## src/rtl/sadc_pkg.sv

```systemverilog
package sadc_pkg;
	localparam int          CLK_PERIOD_NS    = 8;
	localparam int          RESULT_W         = 12;
	localparam int          BYTE_W           = 8;
	localparam int          SER_BITS         = 12;
	localparam int          FIFO_DEPTH       = 8;
	localparam int          CONV_TIME_NS     = 20000;
	localparam int          CONV_CYCLES      = (CONV_TIME_NS + CLK_PERIOD_NS - 1) / CLK_PERIOD_NS;
	localparam int          SCLK_HALF_NS     = 64;
	localparam int          SCLK_HALF_CYCLES = (SCLK_HALF_NS + CLK_PERIOD_NS - 1) / CLK_PERIOD_NS;
	localparam logic [11:0] RESULT_RST       = 12'h000;
	localparam logic [11:0] CONV_CNT_LAST    = 12'(CONV_CYCLES - 1);
	localparam logic [3:0]  DIV_LAST         = 4'(SCLK_HALF_CYCLES - 1);
	localparam logic [3:0]  SER_LAST_BIT     = 4'(SER_BITS - 1);
	localparam int          HI_NIB_LSB       = 4;
	localparam int          LO_NIB_W         = 4;
	localparam int          SYNC_W           = 7;
	localparam int          SY_CS            = 0;
	localparam int          SY_RC            = 1;
	localparam int          SY_BYTE          = 2;
	localparam int          SY_FMT           = 3;
	localparam int          SY_CSRC          = 4;
	localparam int          SY_SCLK          = 5;
	localparam int          SY_CHAIN         = 6;

	typedef enum logic [1:0] {
		SADC_IDLE,
		SADC_CONV,
		SADC_SEND
	} sadc_state_t;
endpackage

```

## src/rtl/sadc_fifo.sv

```systemverilog
`timescale 1ns/10ps
`default_nettype none
module sadc_fifo #(
	parameter int WIDTH = 12,
	parameter int DEPTH = 8
) (
	// Clock and reset
	input  wire logic             sys_clk,
	input  wire logic             rst_n,
	// Fill side
	input  wire logic             in_valid,
	input  wire logic [WIDTH-1:0] in_data,
	output logic                  in_ready,
	// Drain side
	output logic                  out_valid,
	output logic      [WIDTH-1:0] out_data,
	input  wire logic             out_ready
);
	localparam int AW = $clog2(DEPTH);

	logic [WIDTH-1:0] mem_ff [DEPTH];
	logic [AW-1:0]    wr_ptr_ff;
	logic [AW-1:0]    rd_ptr_ff;
	logic [AW:0]      count_ff;
	logic [AW-1:0]    nxt_wr_ptr;
	logic [AW-1:0]    nxt_rd_ptr;
	logic [AW:0]      nxt_count;
	logic             push;
	logic             pop;

	assign in_ready  = (count_ff != (AW+1)'(DEPTH));
	assign out_valid = (count_ff != '0);
	assign push      = in_valid & in_ready;
	assign pop       = out_valid & out_ready;
	assign out_data  = mem_ff[rd_ptr_ff];

	always_comb begin
		nxt_wr_ptr = wr_ptr_ff;
		nxt_rd_ptr = rd_ptr_ff;
		nxt_count  = count_ff;
		if (push) begin
			nxt_wr_ptr = (wr_ptr_ff == AW'(DEPTH - 1)) ? '0 : wr_ptr_ff + 1'b1;
		end
		if (pop) begin
			nxt_rd_ptr = (rd_ptr_ff == AW'(DEPTH - 1)) ? '0 : rd_ptr_ff + 1'b1;
		end
		if (push && !pop) begin
			nxt_count = count_ff + 1'b1;
		end else if (pop && !push) begin
			nxt_count = count_ff - 1'b1;
		end
	end

	always_ff @(posedge sys_clk or negedge rst_n) begin
		if (!rst_n) begin
			wr_ptr_ff <= '0;
			rd_ptr_ff <= '0;
			count_ff  <= '0;
		end else begin
			wr_ptr_ff <= nxt_wr_ptr;
			rd_ptr_ff <= nxt_rd_ptr;
			count_ff  <= nxt_count;
		end
	end

	// Storage needs no reset; count guards reads
	always_ff @(posedge sys_clk) begin
		if (push) begin
			mem_ff[wr_ptr_ff] <= in_data;
		end
	end
endmodule
`default_nettype wire

```

## src/rtl/sadc_port.sv

```systemverilog
// Summary of operation
// - Parallel result coding follows output format select.
// - Bit clock pin driven in internal mode only.
// - Byte select low: bits 11..4 on pins.
// - Byte select high: bits 3..0, low nibble zero.
// - Pins float when chip select high or strobe low.
// - Strobe fall with chip select low starts a conversion while idle.
// - Strobe rise with chip select enables drivers.
// - Chip select ORed with strobe also starts.
// - Internal mode: start sends previous result serially.
// - Busy low from start until outputs updated.
// - Analog sleep powers down analog, logic runs.
// - Reference disable turns internal reference off.
// - Serial bits shift with the bit clock.
// - External clock mode shifts in chain input.
// - Internal mode: twelve pulses, MSB first, twos complement.
// - Convert commands ignored while busy low.
`timescale 1ns/10ps
`default_nettype none
module sadc_port
	import sadc_pkg::*;
(
	// Clock and reset
	input  wire logic                sys_clk,
	input  wire logic                resetn,
	// Host control pins
	input  wire logic                chip_select_n,
	input  wire logic                read_convert,
	input  wire logic                byte_select,
	input  wire logic                output_format_select,
	input  wire logic                clock_source_select,
	input  wire logic                analog_sleep,
	input  wire logic                internal_ref_disable,
	output logic                     busy_n,
	// Parallel result pins
	output logic      [BYTE_W-1:0]   parallel_result_pins_o,
	output logic      [BYTE_W-1:0]   parallel_result_pins_oe_n,
	// Serial link
	input  wire logic                serial_bit_clock_i,
	output logic                     serial_bit_clock_o,
	output logic                     serial_bit_clock_oe_n,
	output logic                     serial_result_out,
	input  wire logic                serial_chain_in,
	// Converter core
	input  wire logic                sample_valid,
	input  wire logic [RESULT_W-1:0] sample_data,
	output logic                     sample_ready,
	output logic                     conv_start,
	output logic                     analog_power_down,
	output logic                     internal_ref_off
);
	logic                rst_meta_ff;
	logic                rst_n;
	logic [SYNC_W-1:0]   pin_async;
	logic [SYNC_W-1:0]   pin_sync;
	logic                cmd_n;
	logic                cmd_n_ff;
	logic                sclk_prev_ff;
	logic                ext_fall;
	logic                start;
	logic                fifo_valid;
	logic [RESULT_W-1:0] fifo_data;
	logic                fifo_pop;
	logic                bus_on;
	logic [RESULT_W-1:0] coded;
	logic [RESULT_W-1:0] prev_btc;

	sadc_state_t         state_ff;
	sadc_state_t         nxt_state;
	logic [11:0]         conv_cnt_ff;
	logic [11:0]         nxt_conv_cnt;
	logic [RESULT_W-1:0] result_ff;
	logic [RESULT_W-1:0] nxt_result;
	logic [RESULT_W-1:0] shift_ff;
	logic [RESULT_W-1:0] nxt_shift;
	logic                ser_act_ff;
	logic                nxt_ser_act;
	logic [3:0]          div_ff;
	logic [3:0]          nxt_div;
	logic [3:0]          bit_cnt_ff;
	logic [3:0]          nxt_bit_cnt;
	logic                sclk_ff;
	logic                nxt_sclk;
	logic [BYTE_W-1:0]   pdata_ff;
	logic [BYTE_W-1:0]   nxt_pdata;
	logic                pen_ff;
	logic                nxt_pen;
	logic                sleep_ff;
	logic                refoff_ff;
	logic                sleep_meta_ff;
	logic                refoff_meta_ff;

	// Reset released through two flops
	always_ff @(posedge sys_clk or negedge resetn) begin
		if (!resetn) begin
			rst_meta_ff <= 1'b0;
			rst_n       <= 1'b0;
		end else begin
			rst_meta_ff <= 1'b1;
			rst_n       <= rst_meta_ff;
		end
	end

	always_comb begin
		pin_async           = '0;
		pin_async[SY_CS]    = chip_select_n;
		pin_async[SY_RC]    = read_convert;
		pin_async[SY_BYTE]  = byte_select;
		pin_async[SY_FMT]   = output_format_select;
		pin_async[SY_CSRC]  = clock_source_select;
		pin_async[SY_SCLK]  = serial_bit_clock_i;
		pin_async[SY_CHAIN] = serial_chain_in;
	end

	sadc_sync #(
		.WIDTH(SYNC_W)
	) u_sync (
		.sys_clk (sys_clk),
		.rst_n   (rst_n),
		.async_in(pin_async),
		.sync_out(pin_sync)
	);

	sadc_fifo #(
		.WIDTH(RESULT_W),
		.DEPTH(FIFO_DEPTH)
	) u_fifo (
		.sys_clk  (sys_clk),
		.rst_n    (rst_n),
		.in_valid (sample_valid),
		.in_data  (sample_data),
		.in_ready (sample_ready),
		.out_valid(fifo_valid),
		.out_data (fifo_data),
		.out_ready(fifo_pop)
	);

	// Command is the OR of select and strobe
	assign cmd_n    = pin_sync[SY_CS] | pin_sync[SY_RC];
	assign start    = cmd_n_ff & ~cmd_n & (state_ff == SADC_IDLE);
	assign ext_fall = sclk_prev_ff & ~pin_sync[SY_SCLK];
	assign fifo_pop = (state_ff == SADC_CONV) && (conv_cnt_ff == '0);
	assign bus_on   = ~pin_sync[SY_CS] & pin_sync[SY_RC];
	assign prev_btc = result_ff;

	// Format high gives straight binary
	assign coded = output_format_select_sync(result_ff, pin_sync[SY_FMT]);

	function automatic logic [RESULT_W-1:0] output_format_select_sync(input logic [RESULT_W-1:0] r,
	                                                                    input logic                sb);
		output_format_select_sync = sb ? {~r[RESULT_W-1], r[RESULT_W-2:0]} : r;
	endfunction

	always_comb begin
		nxt_state    = state_ff;
		nxt_conv_cnt = conv_cnt_ff;
		nxt_result   = result_ff;
		unique case (state_ff)
			SADC_IDLE: begin
				if (start) begin
					nxt_state    = SADC_CONV;
					nxt_conv_cnt = CONV_CNT_LAST;
				end
			end
			SADC_CONV: begin
				if (conv_cnt_ff != '0) begin
					nxt_conv_cnt = conv_cnt_ff - 1'b1;
				end else if (fifo_valid) begin
					// Core result lands in the output register
					nxt_result = fifo_data;
					nxt_state  = SADC_SEND;
				end
			end
			SADC_SEND: begin
				// Busy holds until the serial word is gone
				if (!ser_act_ff) begin
					nxt_state = SADC_IDLE;
				end
			end
			default: nxt_state = SADC_IDLE;
		endcase
	end

	// Serial engine; a conversion stalls while the core has no word
	always_comb begin
		nxt_shift   = shift_ff;
		nxt_ser_act = ser_act_ff;
		nxt_div     = div_ff;
		nxt_bit_cnt = bit_cnt_ff;
		nxt_sclk    = sclk_ff;
		if (start) begin
			// Previous word, always twos complement on the serial line
			nxt_shift   = prev_btc;
			nxt_ser_act = ~pin_sync[SY_CSRC];
			nxt_div     = '0;
			nxt_bit_cnt = '0;
			nxt_sclk    = 1'b0;
		end else if (ser_act_ff) begin
			if (div_ff == DIV_LAST) begin
				nxt_div  = '0;
				nxt_sclk = ~sclk_ff;
				if (sclk_ff) begin
					nxt_shift = {shift_ff[RESULT_W-2:0], 1'b0};
					if (bit_cnt_ff == SER_LAST_BIT) begin
						nxt_ser_act = 1'b0;
					end else begin
						nxt_bit_cnt = bit_cnt_ff + 1'b1;
					end
				end
			end else begin
				nxt_div = div_ff + 1'b1;
			end
		end else if (pin_sync[SY_CSRC] && ext_fall) begin
			// External clock: chain input follows the word out
			nxt_shift = {shift_ff[RESULT_W-2:0], pin_sync[SY_CHAIN]};
		end
	end

	always_comb begin
		nxt_pen = bus_on;
		if (byte_select_hi()) begin
			nxt_pdata = {coded[LO_NIB_W-1:0], {LO_NIB_W{1'b0}}};
		end else begin
			nxt_pdata = coded[RESULT_W-1:HI_NIB_LSB];
		end
	end

	function automatic logic byte_select_hi();
		byte_select_hi = pin_sync[SY_BYTE];
	endfunction

	// Conversion state
	always_ff @(posedge sys_clk or negedge rst_n) begin
		if (!rst_n) begin
			state_ff    <= SADC_IDLE;
			conv_cnt_ff <= '0;
			result_ff   <= RESULT_RST;
		end else begin
			state_ff    <= nxt_state;
			conv_cnt_ff <= nxt_conv_cnt;
			result_ff   <= nxt_result;
		end
	end

	// Serial engine registers
	always_ff @(posedge sys_clk or negedge rst_n) begin
		if (!rst_n) begin
			shift_ff   <= RESULT_RST;
			ser_act_ff <= 1'b0;
			div_ff     <= '0;
			bit_cnt_ff <= '0;
			sclk_ff    <= 1'b0;
		end else begin
			shift_ff   <= nxt_shift;
			ser_act_ff <= nxt_ser_act;
			div_ff     <= nxt_div;
			bit_cnt_ff <= nxt_bit_cnt;
			sclk_ff    <= nxt_sclk;
		end
	end

	// Parallel output register
	always_ff @(posedge sys_clk or negedge rst_n) begin
		if (!rst_n) begin
			pdata_ff <= '0;
			pen_ff   <= 1'b0;
		end else begin
			pdata_ff <= nxt_pdata;
			pen_ff   <= nxt_pen;
		end
	end

	// Pin history low after reset, like the synced pins, so release shows no false fall
	always_ff @(posedge sys_clk or negedge rst_n) begin
		if (!rst_n) begin
			cmd_n_ff       <= 1'b0;
			sclk_prev_ff   <= 1'b0;
			sleep_meta_ff  <= 1'b0;
			sleep_ff       <= 1'b0;
			refoff_meta_ff <= 1'b0;
			refoff_ff      <= 1'b0;
		end else begin
			cmd_n_ff       <= cmd_n;
			sclk_prev_ff   <= pin_sync[SY_SCLK];
			sleep_meta_ff  <= analog_sleep;
			sleep_ff       <= sleep_meta_ff;
			refoff_meta_ff <= internal_ref_disable;
			refoff_ff      <= refoff_meta_ff;
		end
	end

	assign busy_n                    = (state_ff == SADC_IDLE);
	assign conv_start                = start;
	assign parallel_result_pins_o    = pdata_ff;
	assign parallel_result_pins_oe_n = {BYTE_W{~pen_ff}};
	assign serial_bit_clock_o        = sclk_ff;
	assign serial_bit_clock_oe_n     = pin_sync[SY_CSRC];
	assign serial_result_out         = shift_ff[RESULT_W-1];
	assign analog_power_down         = sleep_ff;
	assign internal_ref_off          = refoff_ff;
endmodule
`default_nettype wire

```

## src/rtl/sadc_sync.sv

```systemverilog
`timescale 1ns/10ps
`default_nettype none
module sadc_sync
	import sadc_pkg::*;
#(
	parameter int WIDTH = 1
) (
	// Clock and reset
	input  wire logic             sys_clk,
	input  wire logic             rst_n,
	// Levels
	input  wire logic [WIDTH-1:0] async_in,
	output logic      [WIDTH-1:0] sync_out
);
	logic [WIDTH-1:0] meta_ff;
	logic [WIDTH-1:0] sync_ff;

	// First stage feeds only the second
	always_ff @(posedge sys_clk or negedge rst_n) begin
		if (!rst_n) begin
			meta_ff <= '0;
			sync_ff <= '0;
		end else begin
			meta_ff <= async_in;
			sync_ff <= meta_ff;
		end
	end

	assign sync_out = sync_ff;
endmodule
`default_nettype wire

```

## config.mk

```make
export PLATFORM = sky130hd
export DESIGN_NAME = sadc_port
export DESIGN_NICKNAME = d
export VERILOG_FILES = /design/src/rtl/sadc_pkg.sv /design/src/rtl/sadc_fifo.sv /design/src/rtl/sadc_port.sv /design/src/rtl/sadc_sync.sv
export SDC_FILE = /design/constraint.sdc
export NUM_CORES = 1
export LEC_CHECK = 0
export BUFFER_PORTS_ARGS = -buffer_cell sky130_fd_sc_hd__buf_2
export CAP_MARGIN = 25
export CORE_ASPECT_RATIO = 1.25
export CORE_MARGIN = 1
export CORE_UTILIZATION = 52
export DETAILED_ROUTE_END_ITERATION = 6
export GPL_ROUTABILITY_DRIVEN = 0
export GPL_TIMING_DRIVEN = 0
export PLACE_DENSITY_LB_ADDON = 0.05
export SYNTH_ARGS = -nofsm -noshare
export SYNTH_HDL_FRONTEND = slang
export SYNTH_HIERARCHICAL = 1
export SYNTH_SLANG_ARGS = --single-unit
```

## constraint.sdc

```tcl
create_clock -name sys_clk -period 4.5 [get_ports sys_clk]
set_input_delay 0.9 -clock sys_clk [delete_from_list [all_inputs] [get_ports sys_clk]]
set_output_delay 0.9 -clock sys_clk [all_outputs]
set_load 0.005 [all_outputs]
```

==> summary.txt, run 1 <==
yosys warns = 6
layout cells sized above 1 = 33.3%
core area = 14,300 um2
Final Non-Filler Cells = 719
sequential share of the synthesized area = 67.0%
Die Area = 15,200 um2
cts hold-fix bufs = 0
post-synth top area share = 37.8%
Slew HR = 44.6%
Mean Syn Cell Area = 16.8 um2
most common cell in the netlist = edfxtp_1
clk sinks = 185
Post-DRT Antenna Nets = 0
Power Dens Cells = 531 nW/um2
Setup WS post-layout = 1410 ps
starting density of the core = 53.2%
Remaining DRCs = 0
Critical Path Sink = conv_start
# rows = 49
postcts setup bufs = 0
worst-path maximum fanout = 10
DIE HEIGHT = 137 um
Critical Path RT = 3600 ps
Synth Instances = 453
reg-to-reg endpoint = u_fifo/count_ff[3]$_DFFE_PN0P_
total instance count after detailed placement = 687
Synth cell types = 52
Antenna Cells = 0
nets = 564
I/O pin count = 48
global-route wire length before repair = 20,900 um
Pwr Total = 0.00468 W
CP Capture Type = output pin
Clk pwr share = 31.5%
Setup Skew = 6.11 ps
Skew-Pair Late Insertion Delay = 430 ps
pin count of the biggest net entering global routing = 46
Place WS = 1530 ps
Die Wd = 110 um
dpl hpwl = 9270 um
post-CTS sizing = 0
Root Buffer = clkbuf_16
Clock transition at path regs = 60 ps
#FFs+latches synth = 185
internal power = 0.00338 W
switching pwr = 0.00131 W
Net Sw Frac = 27.9%
worst hold slack = 245 ps
TritonCTS clock tree = done
IO Port Bufs = 47
initial antenna violation count = 0
Area growth, synth to finish = 15.5%
Seq pwr share = 49.2%
mapped cell area = 7630 um2
CP Class = register to output pin
Synth area leader = edfxtp_1
worst reg2reg path depth = 12
DR pass1 iterations = 5
Worst EP arrival = 2190 ps
via-per-instance ratio = 5.53
Register Area = 5110 um2
htree depth = 4
Comb power frac = 19.3%
CP startpoint = u_sync/sync_out[1]$_DFF_PN0_
CTS Buffer Depth = 2
RR Startpoint = conv_cnt_ff[0]$_DFFE_PN0P_
final wirelength = 13,300 um
footprint of the multi-input gates = 2370 um2
Starting DRT DRC Count = 197
WL/cell = 18.4 um
Least-Margin Pin Slew = 824 ps
final hold violation count = 0
Max Cap Viol = 0
EDFF count, synth = 96
most common library cells after synthesis = edfxtp_1 (96), dfrtp_1 (89), mux2_2 (53)
Period Utilization, post-route = 68.8%
RSZ-0062 raised after global routing = false
startpoint types = register
Total GRT Usage = 19.2%
final-report setup violation count = 0
Fmax = 323 MHz
Sum Neg Setup Slack = 0 ps
min Tclk post-route = 3090 ps
Num CTS Buffers = 17
maximum vdd drop = 0.360 mV
Lkg Pwr = 3.54 nW
DR vias = 3,978
asr flop ratio synth = 48.1%
status = completed
main area contributors after synthesis = edfxtp_1 (38%), dfrtp_1 (29%), mux2_2 (7.8%), mux4_1 (7.6%), ha_1 (1.8%)
filler cell count = 1,092
Synth Net Count = 489
Final Slew Violations = 0
vias in the first global route = 4,021
GRT overflow = 0
Main synth FF type = edfxtp_1
FF-to-FF setup slack = 1490 ps
Worst Hold Class = primary input to asynchronous set/reset pin
cell type report:
class,count,area share [%]
tap,178,2.53
buffer,22,1.72
clock buffer,17,4.83
sequential,185,58.0
clock inverter,15,1.86
timing repair buffer,56,3.87
multi-input combinational,240,26.9
inverter,6,0.255
through the flow:
step,area (um2),util (%)
floorplan,7630,-
global placement,8090,56.4
detailed placement,8230,57.3
CTS,8820,61.5
global route,8820,61.5
finish,8820,61.5
power by group through the flow:
stage	registers, W	logic, W	clock network, W
after CTS	0.00231	0.000920	0.00150
after global placement	0.00233	0.000830	0
after global routing	0.00235	0.00100	0.00157
final	0.00231	0.000905	0.00147
after floorplan	0.00228	0.000654	0
after detailed placement	0.00234	0.000917	0
how the worst min path moves through the flow:
| stage | startpoint | to | cells after the start |
|---|---|---|---|
| CTS | resetn | rst_n$_DFF_PN0_ | 1 |
| floorplan | sleep_meta_ff$_DFF_PN0_ | analog_power_down$_DFF_PN0_ | 0 |
| finish | resetn | rst_n$_DFF_PN0_ | 1 |
| global placement | refoff_meta_ff$_DFF_PN0_ | internal_ref_off$_DFF_PN0_ | 0 |
| detailed placement | u_sync/meta_ff[5]$_DFF_PN0_ | u_sync/sync_out[5]$_DFF_PN0_ | 0 |
| global route | resetn | rst_n$_DFF_PN0_ | 1 |
cell families after synthesis:
| family | after synthesis | synth area share [%] |
|---|---|---|
| other | 1 | 0.0491 |
| muxes | 88 | 17.6 |
| DFF | 185 | 67.0 |
| adders and majority gates | 12 | 2.07 |
| AOI/OAI and AO/OA | 29 | 2.41 |
| xor gates and xnor gates | 8 | 0.918 |
| and+or+nand+nor | 102 | 7.69 |
| buffers and inverters | 28 | 2.28 |
placed cells by master, fill, tap and decap left out, drive strengths merged, types with 11 or more instances in the layout:
master  instances
buf            73
clkbuf         22
dfrtp          89
edfxtp         96
ha             11
inv            12
mux2           57
mux4           24
nand2          18
nand3          14
nor2           19
o21ai          11
sequential cells by signal, indices dropped and copies added, names as in the netlist, 2 cells and up:
name	flops
prev_btc	12
u_fifo/mem_ff	96
parallel_result_pins_o	8
u_fifo/count_ff	4
shift_ff	12
state_ff	2
div_ff	4
u_sync/meta_ff	7
u_fifo/rd_ptr_ff	3
u_fifo/wr_ptr_ff	3
bit_cnt_ff	4
conv_cnt_ff	12
u_sync/sync_out	7
worst max-delay path, cell delays in order (launching register included):
cell and delay, ps:
dfrtp_1 420, nor4_4 370, nand2_4 170, inv_1 110
buf_2 240, buf_2 290, buf_2 160
layer usage:
metal | vias up | routed length (um) | global-route usage, %
met3 | 11 | 389 | 4.92
met2 | 52 | 7060 | 32.7
met5 | - | 0 | 0
li1 | 1880 | - | -
met4 | 0 | 159 | 6.58
met1 | 2035 | 5660 | 23.6
(Power assumes the default switching activity.)
==> inputs of run 2 (changes only) <==
--- a/config.mk
+++ b/config.mk
@@ -5,6 +5,7 @@
 export SDC_FILE = /design/constraint.sdc
 export NUM_CORES = 1
 export LEC_CHECK = 0
+export ABC_AREA = 1
 export BUFFER_PORTS_ARGS = -buffer_cell sky130_fd_sc_hd__buf_2
 export CAP_MARGIN = 25
 export CORE_ASPECT_RATIO = 1.25
==> constraint.sdc (replaced) <==
create_clock -name sys_clk -period 3.05 [get_ports sys_clk]
set_input_delay 0.61 -clock sys_clk [delete_from_list [all_inputs] [get_ports sys_clk]]
set_output_delay 0.61 -clock sys_clk [all_outputs]
set_load 0.005 [all_outputs]
==> summary.txt, run 2 <==
status = completed
TritonCTS clock tree = done
Antenna Cells = 0 (unchanged)
final-report setup violation count = 0 (unchanged)
vias in the first global route = 5,539 (+38%)
most common cell in the netlist = nand2_1
worst-path maximum fanout = 12 (+2)
startpoint types = register
Synth Instances = 878 (+94%)
maximum vdd drop = 0.508 mV (+41%)
Total GRT Usage = 22.7% (+3.5 points)
Worst EP arrival = 3060 ps (+870 ps)
most common library cell in the layout ignoring fill and taps = nand2_1
Worst Hold Class = register to asynchronous set/reset pin
worst reg2reg path depth = 16 (+4)
WL/cell = 14.8 um (-20%)
Max Cap Viol = 0 (unchanged)
Least-Margin Pin Slew = 616 ps (-208 ps)
I/O pin count = 48 (unchanged)
sequential share of the synthesized area = 61.5% (-5.5 points)
Seq pwr share = 42.1% (-7.1 points)
main area contributors after synthesis = edfxtp_1 (35%), dfrtp_1 (27%), nand2_1 (13%), nor2_1 (5.6%), inv_1 (4.0%)
Fmax = 365 MHz
Power Dens Cells = 838 nW/um2 (+58%)
Num CTS Buffers = 17 (unchanged)
final wirelength = 17,400 um (+31%)
Post-DRT Antenna Nets = 0 (unchanged)
Die Area = 16,500 um2 (+8.7%)
Clock transition at path regs = 70 ps (about the same)
DR pass1 iterations = 5 (unchanged)
pin count of the biggest net entering global routing = 63 (+37%)
Critical Path RT = 3370 ps (-230 ps)
final hold violation count = 0 (unchanged)
Pwr Total = 0.00804 W (+72%)
mapped cell area = 8310 um2 (+8.9%)
dpl hpwl = 12,400 um (+34%)
# rows = 51 (+4.1%)
CP startpoint = conv_cnt_ff[1]$_DFFE_PN0P_
IO Port Bufs = 47 (unchanged)
CTS Buffer Depth = 2 (unchanged)
Synth area leader = edfxtp_1
EDFF count, synth = 96 (unchanged)
layout cells sized above 1 = 17.5% (-16 points)
global-route wire length before repair = 27,600 um (+32%)
DR vias = 5,755 (+45%)
FF-to-FF setup slack = 310 ps (-1180 ps)
Comb power frac = 31.2% (+12 points)
Lkg Pwr = 4.41 nW (+25%)
Main synth FF type = edfxtp_1
reg-to-reg endpoint = u_fifo/count_ff[3]$_DFFE_PN0P_
Net Sw Frac = 34.9% (+7.0 points)
htree depth = 4 (unchanged)
Synth Net Count = 914 (+87%)
asr flop ratio synth = 48.1% (unchanged)
Period Utilization, post-route = 89.7%
Root Buffer = clkbuf_16
Mean Syn Cell Area = 9.47 um2 (-44%)
Die Wd = 115 um (+4.3%)
post-synth top area share = 34.7% (-3.1 points)
max reg flops = 96 (unchanged)
Sum Neg Setup Slack = 0 ps (unchanged)
RR Startpoint = conv_cnt_ff[1]$_DFFE_PN0P_
GRT overflow = 0 (unchanged)
min Tclk post-route = 2740 ps
most common library cells after synthesis = nand2_1 (282), nor2_1 (124), edfxtp_1 (96)
Critical Path Sink = u_fifo/count_ff[3]$_DFFE_PN0P_
RSZ-0062 raised after global routing = false
most frequent cells in the layout = nand2_1 (281), nor2_1 (124), edfxtp_1 (96)
switching pwr = 0.00280 W (+110%)
CP Class = register to register
Synth cell types = 35 (-33%)
Setup Skew = 13.2 ps (+7.06 ps)
CP Capture Type = register
Final Slew Violations = 0 (unchanged)
Skew-Pair Late Insertion Delay = 430 ps (about the same)
internal power = 0.00523 W (+55%)
Remaining DRCs = 0 (unchanged)
clk sinks = 185 (unchanged)
#FFs+latches synth = 185 (unchanged)
nets = 991 (+76%)
via-per-instance ratio = 4.88 (-12%)
starting density of the core = 53.4% (+0.17 points)
DIE HEIGHT = 143 um (+4.3%)
Starting DRT DRC Count = 293 (+49%)
yosys warns = 6 (unchanged)
core area = 15,600 um2 (+8.5%)
Largest Register = u_fifo/mem_ff
Slew HR = 58.7% (+14 points)
Area growth, synth to finish = 15.4%
initial antenna violation count = 0 (unchanged)
Clk pwr share = 26.6% (-4.9 points)
run 2: kinds of logic (layout without fill, tap and decap cells):
logic type      count (synthesis)  in the layout  synth area share (%)
xor+xnor                        9              9                 0.949
simple gates                  482            482                  23.6
compound gates                 58             58                  4.04
fa+ha+maj                      12             12                  1.90
buf+inv                       131            221                  7.98
flops                         185            185                  61.5
other cells                     1              1                0.0451
run 2: layout make-up:
cell class / instances / area [um2]
Tap cell: 212 / 265
Timing Repair Buffer: 58 / 370
Inverter: 94 / 353
Fill cell: 1338 / 5980
Buffer: 37 / 314
Sequential cell: 185 / 5110
Multi-Input combinational cell: 562 / 2580
Clock buffer: 23 / 500
Clock inverter: 9 / 90.1
run 2: layer usage:
metal	vias to the layer above	wire [um]	track usage, %
li1	2918	-	-
met1	2686	6830	25.9
met2	117	9400	41.0
met3	34	662	4.13
met4	0	532	10.6
met5	-	0	0
run 2: through the flow:
step           setup slack [ps]  cell area (um2)  utilization (%)  cells  hold WS (ps)
2_1_floorplan               388             8310                -    878           314
3_3_place_gp               -509             8810             56.6   1137           332
3_5_place_dp               29.8             8970             57.6   1146           253
4_1_cts                    22.3             9570             61.5   1179           260
5_1_grt                    52.5             9590             61.6   1180           265
6_report                    314             9590             61.6   1180           245
run 2: worst min path at each step:
stage	from	to	slack, ps	cells after the start
floorplan	resetn	rst_meta_ff$_DFF_PN0_	310	0
global placement	sleep_meta_ff$_DFF_PN0_	analog_power_down$_DFF_PN0_	330	0
detailed placement	rst_n$_DFF_PN0_	internal_ref_off$_DFF_PN0_	250	0
CTS	rst_n$_DFF_PN0_	internal_ref_off$_DFF_PN0_	260	0
global route	analog_sleep	sleep_meta_ff$_DFF_PN0_	260	1
finish	rst_n$_DFF_PN0_	conv_cnt_ff[6]$_DFFE_PN0P_	240	0
run 2: timing repair:
item                                    in CTS  in global routing
endpoints found under the setup margin       0                  1
setup buffers                                0                  1
resized for setup                            0                  4
hold buffers                                 1                  0
endpoints found under the hold margin        2                  0
run 2: worst max-delay path, stage by stage (launching register included):
cell	delay [ps]
dfrtp_1	370
inv_1	130
ha_1	180
inv_1	40
nor2_1	70
nand4_1	130
nor3_4	250
buf_6	180
nand2_2	110
ha_1	240
inv_2	100
ha_1	250
or2_2	310
nand2_1	70
nand2_1	40
nand3_1	60
nand2_1	60
run 2: power by group through the flow:
stage	registers, W	clock network, W	logic [W]
final	0.00339	0.00214	0.00251
after CTS	0.00338	0.00218	0.00253
after detailed placement	0.00343	0	0.00251
after floorplan	0.00337	0	0.00180
after global routing	0.00343	0.00228	0.00282
after global placement	0.00343	0	0.00234
